File: config.mk
export PLATFORM = sky130hd
export DESIGN_NAME = fsc_collector
export DESIGN_NICKNAME = d
export VERILOG_FILES = /design/src/design/fsc_pkg.sv /design/src/design/fsc_sticky.sv /design/src/design/fsc_selftest.sv /design/src/design/fsc_collector.sv
export VERILOG_INCLUDE_DIRS = /design/src /design/src/design
export SDC_FILE = /design/constraint.sdc
export NUM_CORES = 1
export LEC_CHECK = 0
export ABC_AREA = 1
export BUFFER_PORTS_ARGS = -buffer_cell sky130_fd_sc_hd__buf_4
export CAP_MARGIN = 25
export CORE_MARGIN = 3
export CORE_UTILIZATION = 34
export CTS_CLUSTER_DIAMETER = 100
export CTS_CLUSTER_SIZE = 10
export DETAILED_ROUTE_END_ITERATION = 12
export GPL_TIMING_DRIVEN = 1
export HOLD_SLACK_MARGIN = 0.1
export RECOVER_POWER = 25
export SLEW_MARGIN = 15
export SYNTH_ARGS = -nofsm -noshare
export SYNTH_HDL_FRONTEND = slang
export SYNTH_HIERARCHICAL = 1
export SYNTH_SLANG_ARGS = --single-unit
File: constraint.sdc
create_clock -name clk -period 2 [get_ports clk]
set_input_delay 0.1 -clock clk [delete_from_list [all_inputs] [get_ports clk]]
set_output_delay 0.1 -clock clk [all_outputs]
set_load 0.01 [all_outputs]
File: src/design/fsc_map.svh
// register offsets, field positions, reset values and timing counts of the fault status collector
`ifndef FSC_MAP_SVH
`define FSC_MAP_SVH

// register byte offsets
`define FSC_ADDR_STATUS_ONE 8'h00
`define FSC_ADDR_STATUS_THREE 8'h04
`define FSC_ADDR_STATUS_FOUR 8'h08
`define FSC_ADDR_STATUS_SEVEN 8'h0c
`define FSC_ADDR_CONFIG 8'h10
`define FSC_ADDR_IRQ_MASK 8'h14
`define FSC_ADDR_IRQ_STATUS 8'h18
`define FSC_ADDR_LIVE 8'h1c

// status_word_four field positions
`define FSC_S4_SERIAL_ERR 0
`define FSC_S4_EXC_OV 1
`define FSC_S4_EXC_INVALID 2
`define FSC_S4_SELFTEST_FAIL 3
`define FSC_S4_ALARM_MISMATCH 4
`define FSC_S4_ALARM_MONITOR 5

// status_word_one field positions
`define FSC_S1_SERIAL_CODE_LO 0
`define FSC_S1_SERIAL_CODE_HI 1

// config register field positions
`define FSC_CFG_AMP_LO 0
`define FSC_CFG_AMP_HI 1
`define FSC_CFG_LEVEL 2
`define FSC_CFG_BOOST_MASK 3

// reset values
`define FSC_CONFIG_RESET 4'h1
`define FSC_MASK_RESET 4'h0

// valid amplitude select codes
`define FSC_AMP_CODE_A 2'h1
`define FSC_AMP_CODE_B 2'h2

// serial error codes
`define FSC_SER_NONE 2'h0
`define FSC_SER_CHECKSUM 2'h1
`define FSC_SER_MISMATCH 2'h2
`define FSC_SER_BADADDR 2'h3

// timing: crystal check window
`define FSC_CLK_HZ 25000000
`define FSC_XTAL_HZ 20000000
`define FSC_WINDOW_US 100
`define FSC_WINDOW_CYC ((`FSC_CLK_HZ / 1000000) * `FSC_WINDOW_US)
`define FSC_XTAL_EXPECT ((`FSC_XTAL_HZ / 1000000) * `FSC_WINDOW_US)
`define FSC_XTAL_TOL 16'h0004

`endif

File: src/design/fsc_pkg.sv
// types shared by the fault status collector
package fsc_pkg;
  typedef enum logic [1:0] {
    FSC_BIST_IDLE,
    FSC_BIST_COUNT,
    FSC_BIST_DONE
  } fsc_bist_e;

  typedef logic [7:0] fsc_word_t;
endpackage

File: src/design/fsc_sticky.sv
// sticky fault flag with clear-on-read and alarm-clear wipe
`timescale 1ns/1ns
module fsc_sticky (
  input wire logic clk,
  input wire logic rst_n,
  input wire logic event_in,
  input wire logic clear_rd,
  input wire logic wipe,
  output logic flag
);
  typedef struct packed {
    logic flag;
  } fsc_sticky_s;

  fsc_sticky_s st;
  fsc_sticky_s next_st;

  always_comb begin
    next_st = st;
    if (wipe) begin
      next_st.flag = 1'b0;
    end else if (event_in) begin
      // set beats the read clear
      next_st.flag = 1'b1;
    end else if (clear_rd) begin
      next_st.flag = 1'b0;
    end
  end

  always_ff @(posedge clk) begin
    if (!rst_n) begin
      st <= '0;
    end else begin
      st <= next_st;
    end
  end

  assign flag = st.flag;
endmodule // fsc_sticky

File: src/design/fsc_selftest.sv
// startup analog self-test: supply presence and crystal frequency check
`timescale 1ns/1ns
`include "fsc_map.svh"
module fsc_selftest (
  input wire logic clk,
  input wire logic rst_n,
  input wire logic start,
  input wire logic external_clock_select,
  input wire logic xtal_tick,
  input wire logic exciter_supply_present,
  input wire logic boost_supply_check_mask,
  output logic done,
  output logic fail
);
  typedef struct packed {
    fsc_pkg::fsc_bist_e state;
    logic [15:0] cycles;
    logic [15:0] ticks;
    logic done;
    logic fail;
  } fsc_bist_s;

  fsc_bist_s st;
  fsc_bist_s next_st;
  logic xtal_bad;
  logic supply_bad;

  always_comb begin
    next_st = st;
    // done is a one-cycle pulse, so a stale result re-sets the sticky flag only on a rearm
    next_st.done = 1'b0;
    xtal_bad = (st.ticks + `FSC_XTAL_TOL < 16'(`FSC_XTAL_EXPECT)) ||
               (st.ticks > 16'(`FSC_XTAL_EXPECT) + `FSC_XTAL_TOL);
    // unpowered supply tolerated when masked
    supply_bad = !exciter_supply_present && !boost_supply_check_mask;
    unique case (st.state)
      fsc_pkg::FSC_BIST_IDLE: begin
        if (start) begin
          next_st.state = fsc_pkg::FSC_BIST_COUNT;
          next_st.cycles = '0;
          next_st.ticks = '0;
          next_st.done = 1'b0;
        end
      end
      fsc_pkg::FSC_BIST_COUNT: begin
        next_st.cycles = st.cycles + 16'h0001;
        if (xtal_tick) begin
          next_st.ticks = st.ticks + 16'h0001;
        end
        if (st.cycles == 16'(`FSC_WINDOW_CYC - 1)) begin
          next_st.state = fsc_pkg::FSC_BIST_DONE;
        end
      end
      fsc_pkg::FSC_BIST_DONE: begin
        // crystal must run at 20 MHz when selected
        next_st.fail = supply_bad || (external_clock_select && xtal_bad);
        next_st.done = 1'b1;
        next_st.state = fsc_pkg::FSC_BIST_IDLE;
      end
      default: begin
        next_st.state = fsc_pkg::FSC_BIST_IDLE;
      end
    endcase
  end

  always_ff @(posedge clk) begin
    if (!rst_n) begin
      st <= '0;
    end else begin
      st <= next_st;
    end
  end

  assign done = st.done;
  assign fail = st.fail;
endmodule // fsc_selftest

File: src/design/fsc_collector.sv
// fault status collector: sticky fault flags, clear-on-read status words, interrupt
`timescale 1ns/1ns
`include "fsc_map.svh"
module fsc_collector (
  input wire logic clk,
  input wire logic rst_n,
  input wire logic [7:0] reg_addr,
  input wire logic [7:0] reg_wdata,
  input wire logic reg_wr,
  input wire logic reg_rd,
  output logic [7:0] reg_rdata,
  input wire logic alarm_clear_input,
  input wire logic frame_done,
  input wire logic [1:0] frame_error_code,
  input wire logic [7:0] exciter_supply_pin,
  input wire logic [7:0] ov_limit_low,
  input wire logic [7:0] ov_limit_high,
  input wire logic alarm_pin_readback,
  input wire logic external_clock_select,
  input wire logic xtal_tick,
  input wire logic exciter_supply_present,
  input wire logic [1:0] fault_one_in,
  input wire logic fault_seven_in,
  output logic alarm_pin_drive,
  output logic irq
);
  // ------------------------------------------------------------
  // state
  // ------------------------------------------------------------
  localparam int NFLAG = 9;
  typedef struct packed {
    logic [3:0] config_reg;
    logic [3:0] mask;
    logic [1:0] serial_code;
    logic [7:0] rdata;
    logic clear_q;
    logic start_pending;
    logic alarm_drive;
    logic bist_live;
  } fsc_col_s;

  fsc_col_s st;
  fsc_col_s next_st;

  logic [1:0] amp_sel;
  logic level_sel;
  logic wipe;
  logic rearm;
  logic [NFLAG-1:0] cond;
  logic [NFLAG-1:0] rd_clr;
  logic [NFLAG-1:0] flag;
  logic [3:0] irq_status;
  logic bist_done;
  logic bist_fail;
  logic bist_fail_live;
  logic ov_live;
  logic rd_one;
  logic rd_three;
  logic rd_four;
  logic rd_seven;

  assign amp_sel = st.config_reg[`FSC_CFG_AMP_HI:`FSC_CFG_AMP_LO];
  assign level_sel = st.config_reg[`FSC_CFG_LEVEL];
  assign wipe = !alarm_clear_input;
  assign rearm = alarm_clear_input && st.clear_q;

  // ------------------------------------------------------------
  // fault conditions
  // ------------------------------------------------------------
  // limit follows the programmed supply level
  assign ov_live = level_sel ? (exciter_supply_pin > ov_limit_high)
                             : (exciter_supply_pin > ov_limit_low);

  // self-test fail stays live so a rearm re-reports it
  assign bist_fail_live = st.bist_live;

  assign rd_one = reg_rd && reg_addr == `FSC_ADDR_STATUS_ONE;
  assign rd_three = reg_rd && reg_addr == `FSC_ADDR_STATUS_THREE;
  assign rd_four = reg_rd && reg_addr == `FSC_ADDR_STATUS_FOUR;
  assign rd_seven = reg_rd && reg_addr == `FSC_ADDR_STATUS_SEVEN;

  // level conditions are re-sampled on rearm; event-type ones only on their event
  always_comb begin
    cond = '0;
    cond[`FSC_S4_SERIAL_ERR] = frame_done && frame_error_code != `FSC_SER_NONE;
    cond[`FSC_S4_EXC_OV] = ov_live;
    cond[`FSC_S4_EXC_INVALID] = amp_sel != `FSC_AMP_CODE_A && amp_sel != `FSC_AMP_CODE_B;
    cond[`FSC_S4_SELFTEST_FAIL] = (bist_done && bist_fail) || (rearm && bist_fail_live);
    cond[`FSC_S4_ALARM_MISMATCH] = alarm_pin_readback != st.alarm_drive;
    cond[`FSC_S4_ALARM_MONITOR] = !alarm_pin_readback;
    cond[6] = fault_one_in[0];
    cond[7] = fault_one_in[1];
    cond[8] = fault_seven_in;
  end

  always_comb begin
    rd_clr = '0;
    rd_clr[5:0] = {6{rd_four}};
    rd_clr[7:6] = {2{rd_one}};
    rd_clr[8] = rd_seven;
  end

  // ------------------------------------------------------------
  // sticky flags
  // ------------------------------------------------------------
  genvar gi;
  generate
    for (gi = 0; gi < NFLAG; gi++) begin : g_flag
      fsc_sticky u_flag (
        .clk(clk),
        .rst_n(rst_n),
        .event_in(cond[gi]),
        .clear_rd(rd_clr[gi]),
        .wipe(wipe),
        .flag(flag[gi])
      );
    end
  endgenerate

  fsc_selftest u_bist (
    .clk(clk),
    .rst_n(rst_n),
    .start(st.start_pending),
    .external_clock_select(external_clock_select),
    .xtal_tick(xtal_tick),
    .exciter_supply_present(exciter_supply_present),
    .boost_supply_check_mask(st.config_reg[`FSC_CFG_BOOST_MASK]),
    .done(bist_done),
    .fail(bist_fail)
  );

  assign irq_status = {|flag[8:6], flag[`FSC_S4_SELFTEST_FAIL],
                       |{flag[`FSC_S4_ALARM_MONITOR:`FSC_S4_ALARM_MISMATCH], flag[`FSC_S4_EXC_INVALID]},
                       |flag[`FSC_S4_EXC_OV:`FSC_S4_SERIAL_ERR]};

  // ------------------------------------------------------------
  // register bus and control
  // ------------------------------------------------------------
  always_comb begin
    next_st = st;
    next_st.clear_q = wipe;
    next_st.start_pending = 1'b0;
    if (bist_done) begin
      next_st.bist_live = bist_fail;
    end
    // alarm pin is driven low while an overvoltage, invalid amplitude or self-test fail flag is set
    next_st.alarm_drive = ~|flag[`FSC_S4_SELFTEST_FAIL:`FSC_S4_EXC_OV];
    if (frame_done) begin
      next_st.serial_code = frame_error_code;
    end
    if (wipe) begin
      next_st.serial_code = `FSC_SER_NONE;
    end else if (rd_one && !frame_done) begin
      next_st.serial_code = `FSC_SER_NONE;
    end
    if (reg_wr) begin
      unique case (reg_addr)
        `FSC_ADDR_CONFIG: begin
          next_st.config_reg = reg_wdata[3:0];
          next_st.start_pending = 1'b1;
        end
        `FSC_ADDR_IRQ_MASK: begin
          next_st.mask = reg_wdata[3:0];
        end
        default: begin
        end
      endcase
    end
    next_st.rdata = 8'h00;
    if (reg_rd) begin
      unique case (reg_addr)
        `FSC_ADDR_STATUS_ONE: next_st.rdata = {4'h0, flag[7:6], st.serial_code};
        `FSC_ADDR_STATUS_THREE: next_st.rdata = 8'h00;
        `FSC_ADDR_STATUS_FOUR: next_st.rdata = {2'h0, flag[5:0]};
        `FSC_ADDR_STATUS_SEVEN: next_st.rdata = {7'h00, flag[8]};
        `FSC_ADDR_CONFIG: next_st.rdata = {4'h0, st.config_reg};
        `FSC_ADDR_IRQ_MASK: next_st.rdata = {4'h0, st.mask};
        `FSC_ADDR_IRQ_STATUS: next_st.rdata = {4'h0, irq_status};
        `FSC_ADDR_LIVE: next_st.rdata = {6'h00, bist_fail_live, alarm_pin_readback};
        default: next_st.rdata = 8'h00;
      endcase
    end
  end

  always_ff @(posedge clk) begin
    if (!rst_n) begin
      st.config_reg <= `FSC_CONFIG_RESET;
      st.mask <= `FSC_MASK_RESET;
      st.serial_code <= `FSC_SER_NONE;
      st.rdata <= 8'h00;
      st.clear_q <= 1'b0;
      st.start_pending <= 1'b1;
      st.alarm_drive <= 1'b1;
      st.bist_live <= 1'b0;
    end else begin
      st <= next_st;
    end
  end

  assign reg_rdata = st.rdata;
  assign alarm_pin_drive = st.alarm_drive;
  assign irq = |(irq_status & st.mask);
endmodule // fsc_collector

* Yosys cells after proc, flatten, opt, wreduce, memory -nomap -nowiden
Cells that the tools add are included.
** Operators by class
- $add $sub $neg :: 3
- Multipliers :: 0
- Divide/modulo/power cells :: 0
- Magnitude comparators :: 4
- Equal/unequal tests :: 16
- Shift operators :: 0
- Mux-type cells :: 22
- Bitwise logic cells :: 3
- Reductions and logical operators :: 44
** Operator list (number)
- $pmux W32 S2 :: 1
- $pmux W6 S7 :: 1
- $mux W35 :: 1
- $add A16 B1 Y16 const B :: 2
- $eq A8 B5 Y1 const B :: 4
- $reduce_bool A2 Y1 :: 10
- $add A16 B3 Y16 const B :: 1
- $eq A16 B12 Y1 const B :: 1
- $eq A8 B4 Y1 const B :: 2
- $gt A16 B11 Y1 const B :: 1
- $gt A8 B8 Y1 :: 2
- $lt A16 B11 Y1 const B :: 1
- $mux W16 :: 1
- $mux W1 :: 15
- $reduce_and A2 Y1 :: 6
- $reduce_or A3 Y1 :: 4
- $logic_and A1 B1 Y1 :: 11
- $logic_not A8 Y1 :: 1
- $ne A2 B1 Y1 const B :: 3
- $ne A2 B2 Y1 const B :: 3
- $logic_not A1 Y1 :: 5
- $and A4 B4 Y4 :: 1
- $pmux W2 S2 :: 1
- $reduce_or A4 Y1 :: 1
- 10 further kinds :: 13
** Storage, ports and cells
- Flip-flop bits (word level) :: 67
- Latch bits :: 0
- Bits in writable memories :: 0
- Bits in read-only memories :: 0
- Bits of input ports :: 55
- Output and inout bits :: 10
- Word-level logic and storage cells :: 114
- Memories kept :: 0

* Depth between registers and ports, before layout
Gate-level depths: netlist of run 1.
- Word-level depth :: 5
- Depth in mapped cells :: 11

* Modules after synthesis
Netlist of run 1, hierarchy kept.
** Modules (own cells, without submodules)
- fsc_selftest :: times used 1, cells each 293, area an instance 1980.6 sq um
- fsc_collector :: times used 1, cells each 244, area an instance 1580.3 sq um
- fsc_sticky :: times used 9, cells each 7, area an instance 47.5 sq um

* Worst setup path after synthesis of run 1
No wires, ideal clock.
- Path kind :: flip-flop to flip-flop
- Start :: register u_bist/st[18] in the netlist's numbering
- End :: register u_bist/st[28] in the netlist's numbering
- Arrival :: 1.331 ns
- Required time :: 1.868 ns
- Setup slack :: 0.537 ns
- Stages on the path, launching flop included :: 8
- Path through :: dfxtp_1 -> ha_1 -> nand4_1 -> nor2_1 -> nand3_1 -> o21ai_0 -> o21bai_1 -> a21oi_1
** Between the ends
- Longest elaborated chain between the ends :: 2
** RTL lines
- start: declaration :: RTL line fsc_selftest.sv:23 : fsc_bist_s st;
- start signal: assignment :: RTL line fsc_selftest.sv:70 : st <= next_st;
- $add A16 B1 Y16 :: RTL line fsc_selftest.sv:46 : next_st.cycles = st.cycles + 16'h0001;
- $pmux W32 S2 :: RTL line fsc_selftest.sv:36 : unique case (st.state)
No other way between the ends.
A chain may end at the register's enable or synchronous reset.

==> metrics.yaml, run 1 <==
status: "completed"
synthAdderAreaFrac_pct: 5.96
htreeDepth: 3
cp.arrival_ps: 1970
drive_above_1_share_pct: 16.4
holdCritStartpoint: "frame_error_code[0]"
nets: 745
yosysMostFrequentCell: "nand2_1"
grt_max_degree: 23
via_count: 3908
fin_util_pct: 44.0
grt_usage_pct: 15.3
core-area_um2: 11100
required_ps: 2260
drt_iter0_markers: 205
r2r_end: "u_bist/st[28]"
drtPass1Iterations: 5
hold_viol: 0
setup_slack_ps: 287
muxShareOfSynthArea_pct: 0
powerDensity_nw_per_um2: 675
initial_core_util_pct: 35.9
drc: 0
syn_avg_cell_area_um2: 6.65
ys_ff_latch: 65
clock.fmax_mhz: 584
root_buffer: "clkbuf_16"
hold_path_class: "input port to flip-flop"
tightest_slew_ps: 984
synth_ff_type: "dfxtp_1"
io_pins: 65
maxCapViolCount: 0
gp_congestion: 0.893
synth_cells: 600
async_flop_share_pct: 0
critPathMaxFanout: 10
post-route-period-util_pct: 85.6
leakagePower_nw: 2.10
post_cts_resize_count: 0
skew_ps: 6.01
endpoint_kind: "flip-flop"
wl_per_cell_um: 12.0
insertion_delay_ps: 330
antenna_found_initial: 0
synth_area_leaders: "dfxtp_1 (33%), nand2_1 (12%), inv_1 (9.2%)"
grt_pass1_vias: 3576
synth_edf_count: 0
rows: 38
rsz0062_at_grt: "no"
maxSlewViolCount: 0
dieHeight_um: 114
critical_path_class: "input port to flip-flop"
setup_viol: 0
synth_cell_types: 42
synthSimpleGateAreaFrac_pct: 33.2
cts_sinks: 65
dieArea_um2: 13100
syn_to_final_growth_pct: 22.7
post_cts_buffers: 0
worstReg2RegStart: "u_bist/st[18]"
r2r_cells: 7
hold_depth: 4
grt-ovfl-total: 0
power_mw: 3.30
fin_crit_ps: 1710
yosysSeqAreaShare_pct: 32.6
chipWidth_um: 114
placed_cell_area_um2: 4520
synth_xor_area_share_pct: 0.439
clk_pin_slew_ps: 60
yosysTopAreaCellShare_pct: 32.6
num_antenna_cells: 0
yosysWarnings: 6
relSlewSlack_pct: 34.2
clock_path_buffers: 2
avgViaCountPerCell: 4.79
syn_area_um2: 3990
startpoint_type: "input port"
peakVddDrop_mv: 0.333
ant_nets: 0
cts_tree: "yes"
synth_compound_gate_area_share_pct: 15.2
tns_ps: 0
grt_pass1_wl_mm: 16.2
min_to: "st[12]"
pre_cts_ws_ps: 359
cts_buffers: 9
ff2ff_setup_slack_ps: 330
hpwlAfterDp_mm: 7.48
port_buffers: 58
yosysTopAreaCell: "dfxtp_1"
synth_top_family_by_area: "simple AND/OR/NAND/NOR gates"
wl_mm: 9.76
final_area_um2: 4900
fillCellCount: 1179
synth_common_cells: "nand2_1 (127), inv_1 (98), nor2_1 (69), dfxtp_1 (65), nand3_1 (47)"
-- sequential cells by signal, indices dropped and copies added (netlist names) --
| signal | flops |
|---|---|
| u_bist/done | 1 |
| alarm_pin_drive | 1 |
| u_bist/st | 34 |
| st | 9 |
| bist_fail_live | 1 |
| amp_sel | 2 |
| level_sel | 1 |
| u_bist/fail | 1 |
| reg_rdata | 6 |
| g_flag.u_flag/flag | 9 |
-- routing by layer --
metal  track usage (%)  wire (um)
met1              20.1       4600
met2              24.5       4420
met3              3.59        559
met4              5.78        184
met5                 0          0
-- placed cells by master (no fill, tap or decap), types with 4 or more instances in the layout --
master         count
a211oi_1           5
a21oi_1           40
a21oi_2            8
buf_4             53
clkbuf_1           8
clkbuf_16          9
dfxtp_1           65
dlygate4sd3_1     13
ha_1              19
inv_1             98
inv_2              7
nand2_1          127
nand2_2            5
nand3_1           49
nand4_1            7
nor2_1            70
nor2_2            11
nor3_1             7
nor4_1             4
o21ai_0           28
-- cells by family after synthesis --
logic type,after synthesis
compound gates,101
xor+xnor,2
fa+ha+maj,19
buf+inv,120
flops,65
other cells,1
simple gates,292
-- layout make-up --
| cell class | instances | area (um^2) | share of cell area, % |
|---|---|---|---|
| Timing Repair Buffer | 74 | 558 | 11.4 |
| Clock inverter | 7 | 80.1 | 1.64 |
| Multi-Input combinational cell | 416 | 2160 | 44.2 |
| Sequential cell | 65 | 1300 | 26.6 |
| Tap cell | 140 | 175 | 3.58 |
| Clock buffer | 9 | 225 | 4.60 |
| Inverter | 105 | 394 | 8.05 |
-- worst max-delay path, cell delays in order --
cell	delay (ps)
dlygate4sd3_1	530
clkbuf_1	400
nand2_1	330
inv_1	320
o21ai_0	140
a21oi_1	150
-- worst max-delay path by stage --
stage | slack (ps) | end | from
after global routing | 100 | u_bist/st[8] | rst_n
final | 290 | u_bist/st[8] | rst_n
after floorplan | 540 | u_bist/st[28] | u_bist/st[18]
after global placement | 400 | u_bist/st[28] | u_bist/st[18]
after CTS | 350 | u_bist/st[28] | u_bist/st[18]
after detailed placement | 360 | u_bist/st[28] | u_bist/st[18]
-- power breakdown --
part	total (mW)	leakage, nW	internal, mW	switching (mW)
registers	1.33	0.526	1.31	0.0154
logic	0.367	1.43	0.163	0.204
clock network	1.61	0.142	0.975	0.631
total	3.30	2.10	2.45	0.851
-- stage by stage --
step	hold slack, ps	instances
floorplan	172	601
global placement	299	787
detailed placement	302	787
CTS	110	816
global route	136	816
finish	119	816
-- timing repair --
action | in CTS | in global routing
hold buffers | 13 | 0
endpoints found under the hold margin | 24 | 0
endpoints found under the setup margin | 0 | 0
No activity file was read; power rests on OpenSTA's default activity.
==> run 2, diff against run 1 <==
SYNTH_HIERARCHICAL = default   (was 1)
==> run 2 against run 1 <==
Clock skew increased by 3.2 ps. Worst hold slack improved by 21 ps. First-iteration DRC count fell by 14%. Largest power group is now sequential cells. Highest routed layer unchanged. Area after synthesis down 8.0%. Power shrank 20%. Register-to-register slack got worse by 50 ps. Largest cell class unchanged. Non-clock buffer count is 8 higher.
==> metrics.yaml, run 2 <==
status: "completed"
cts_buffers: 9  # unchanged
async_flop_share_pct: 0  # unchanged
yosysSeqAreaShare_pct: 35.4  # +2.8 points
wl_mm: 9.08  # -7.0%
ys_ff_latch: 65  # unchanged
synthAdderAreaFrac_pct: 6.48  # +0.52 points
setup.worst_path.end: "st[13]"
gp_congestion: 0.871  # -2.4%
synth_edf_count: 0  # unchanged
cp.arrival_ps: 2080  # +110 ps
dieArea_um2: 12100  # -7.6%
synth_common_cells: "nand2_1 (101), inv_1 (82), dfxtp_1 (65), nor2_1 (65), a21oi_1 (52)"
grt_pass1_vias: 3393  # -5.1%
yosysMostFrequentCell: "nand2_1"
maxCapViolCount: 0  # unchanged
antenna_found_initial: 0  # unchanged
cp.depth: 6  # unchanged
rows: 37  # -2.6%
numPlacedInstances: 724  # -8.0%
nets: 694  # -6.8%
hold_viol: 0  # unchanged
peakVddDrop_mv: 0.254  # -24%
r2r_cells: 4  # -3
cpPeakStageDelay_ps: 570  # +40 ps
ff2ff_setup_slack_ps: 280  # -50 ps
synth_cell_types: 40  # -4.8%
core-area_um2: 10400  # -6.4%
cp_slowest_cell: "dlygate4sd3_1"
final_cells: 761  # -6.7%
hold_path_class: "input port to flip-flop"
powerDensity_nw_per_um2: 580  # -14%
grt_usage_pct: 15.5  # +0.16 points
rsz0062_at_grt: "no"
drtPass1Iterations: 4  # -1
syn_avg_cell_area_um2: 6.80  # +2.3%
maxSlewViolCount: 0  # unchanged
dieHeight_um: 110  # -3.9%
tns_ps: 0  # unchanged
yosysWarnings: 0  # -6
initial_core_util_pct: 35.2  # -0.61 points
wl_per_cell_um: 11.9  # -0.30%
hpwlAfterDp_mm: 6.93  # -7.3%
insertion_delay_ps: 340  # about the same
fin_crit_ps: 1850  # +134 ps
io_pins: 65  # unchanged
yosysTopAreaCellShare_pct: 35.4  # +2.8 points
grt-ovfl-total: 0  # unchanged
synth_top_family_by_area: "simple AND/OR/NAND/NOR gates"
skew_ps: 9.17  # +3.17 ps
required_ps: 2230  # -30 ps
leakagePower_nw: 1.88  # -11%
synthSimpleGateAreaFrac_pct: 29.7  # -3.6 points
layout_common_cells: "nand2_1 (101), inv_1 (82), nor2_1 (65), dfxtp_1 (65), a21oi_1 (52)"
via_count: 3694  # -5.5%
critical_path.startpoint: "frame_done"
synth_compound_gate_area_share_pct: 16.2  # +0.98 points
path_cells: "dlygate4sd3_1 -> buf_4 -> mux2i_1 -> dlygate4sd3_1 -> nor2_1 -> dlygate4sd3_1"
path_delay_family: "buffers and inverters"
root_buffer: "clkbuf_8"
relSlewSlack_pct: 51.6  # +17 points
crit_top_cell: "dlygate4sd3_1"
critical_path_class: "input port to flip-flop"
syn_area_um2: 3670  # -8.0%
num_antenna_cells: 0  # unchanged
ant_nets: 0  # unchanged
muxShareOfSynthArea_pct: 0.545  # +0.55 points
drive_above_1_share_pct: 13.1  # -3.3 points
clock.fmax_mhz: 541  # -7.3%
synth_cells: 540  # -10%
cts_sinks: 65  # unchanged
htreeDepth: 3  # unchanged
top_register: "u_bist.st"
tightest_slew_ps: 726  # -258 ps
power_mw: 2.65  # -20%
drt_iter0_markers: 176  # -14%
path_buf_inv: 4  # +1
clk_pin_slew_ps: 80  # +20 ps
critPathMaxFanout: 4  # -6
port_buffers: 58  # unchanged
pre_cts_ws_ps: 470  # +111 ps
r2r_end: "st[13]"
synth_ff_type: "dfxtp_1"
clock_path_buffers: 2  # unchanged
yosysTopAreaCell: "dfxtp_1"
drc: 0  # unchanged
chipWidth_um: 110  # -3.9%
avgViaCountPerCell: 4.85  # +1.4%
largest_register_ffs: 34  # unchanged
setup_viol: 0  # unchanged
grt_max_degree: 23  # unchanged
synth_xor_area_share_pct: 0.477  # +0.038 points
post_cts_buffers: 0  # unchanged
endpoint_kind: "flip-flop"
cts_tree: "yes"
worstReg2RegStart: "st[13]"
startpoint_type: "input port"
post-route-period-util_pct: 92.4  # +6.7 points
grt_pass1_wl_mm: 14.9  # -8.1%
layout_commonest_cell: "nand2_1"
setup_slack_ps: 153  # -134 ps
synth_area_leaders: "dfxtp_1 (35%), nand2_1 (10%), inv_1 (8.4%)"
syn_to_final_growth_pct: 24.5
## run 2: cells by family after synthesis
group                    count (synthesis)
multiplexers                             2
flip-flops                              65
buffers and inverters                  100
XOR/XNOR                                 2
other                                    1
adder cells (fa/ha/maj)                 19
AND/OR/NAND/NOR                        243
AO/OA/AOI/OAI                          108
## run 2: worst min path at each step
stage	startpoint	end	slack (ps)	cells after the start
after floorplan	alarm_clear_input	st[3]	170	1
after global placement	alarm_clear_input	st[3]	290	2
after detailed placement	alarm_clear_input	st[3]	300	2
after CTS	reg_rd	g_flag[8].u_flag.flag	120	4
after global routing	reg_rd	g_flag[8].u_flag.flag	140	4
final	reg_rd	reg_rdata[2]	140	3
## run 2: worst reg2reg max path, stage by stage, from the launching register on
cell	delay (ps)
dfxtp_1	330
mux2i_1	120
dlygate4sd3_1	570
nor2_1	50
dlygate4sd3_1	550
## run 2: power by group
group	internal (mW)	switching [mW]
Sequential	1.31	0.0149
Combinational	0.159	0.169
Clock	0.454	0.542
## run 2: stage by stage
stage	hold WS [ps]	utilization, %	instance area, um^2
3_5_place_dp	299	40.5	4220
5_1_grt	143	43.9	4570
6_report	141	43.9	4570
4_1_cts	121	44.2	4600
2_1_floorplan	172	-	3670
3_3_place_gp	295	40.5	4220
## run 2: per-layer routing
| metal | share of wire [%] | vias up | global-route usage, % |
|---|---|---|---|
| li1 | - | 1931 | - |
| met1 | 45 | 1676 | 18.8 |
| met2 | 49 | 80 | 26.8 |
| met3 | 4.9 | 7 | 4.40 |
| met4 | 0.97 | 0 | 4.19 |
| met5 | 0 | - | 0 |
## run 2: repair_timing
| action | CTS | global route |
|---|---|---|
| endpoints found under the hold margin | 22 | 0 |
| hold buffers | 21 | 0 |
| resized for setup | 0 | 0 |
## run 2: cell type report
cell class	instances	area, um^2
clock buffer	10	128
clock inverter	6	43.8
fill	1106	5850
inverter	86	323
multi-input combinational	376	1970
sequential	65	1300
tap	136	170
timing repair buffer	82	638
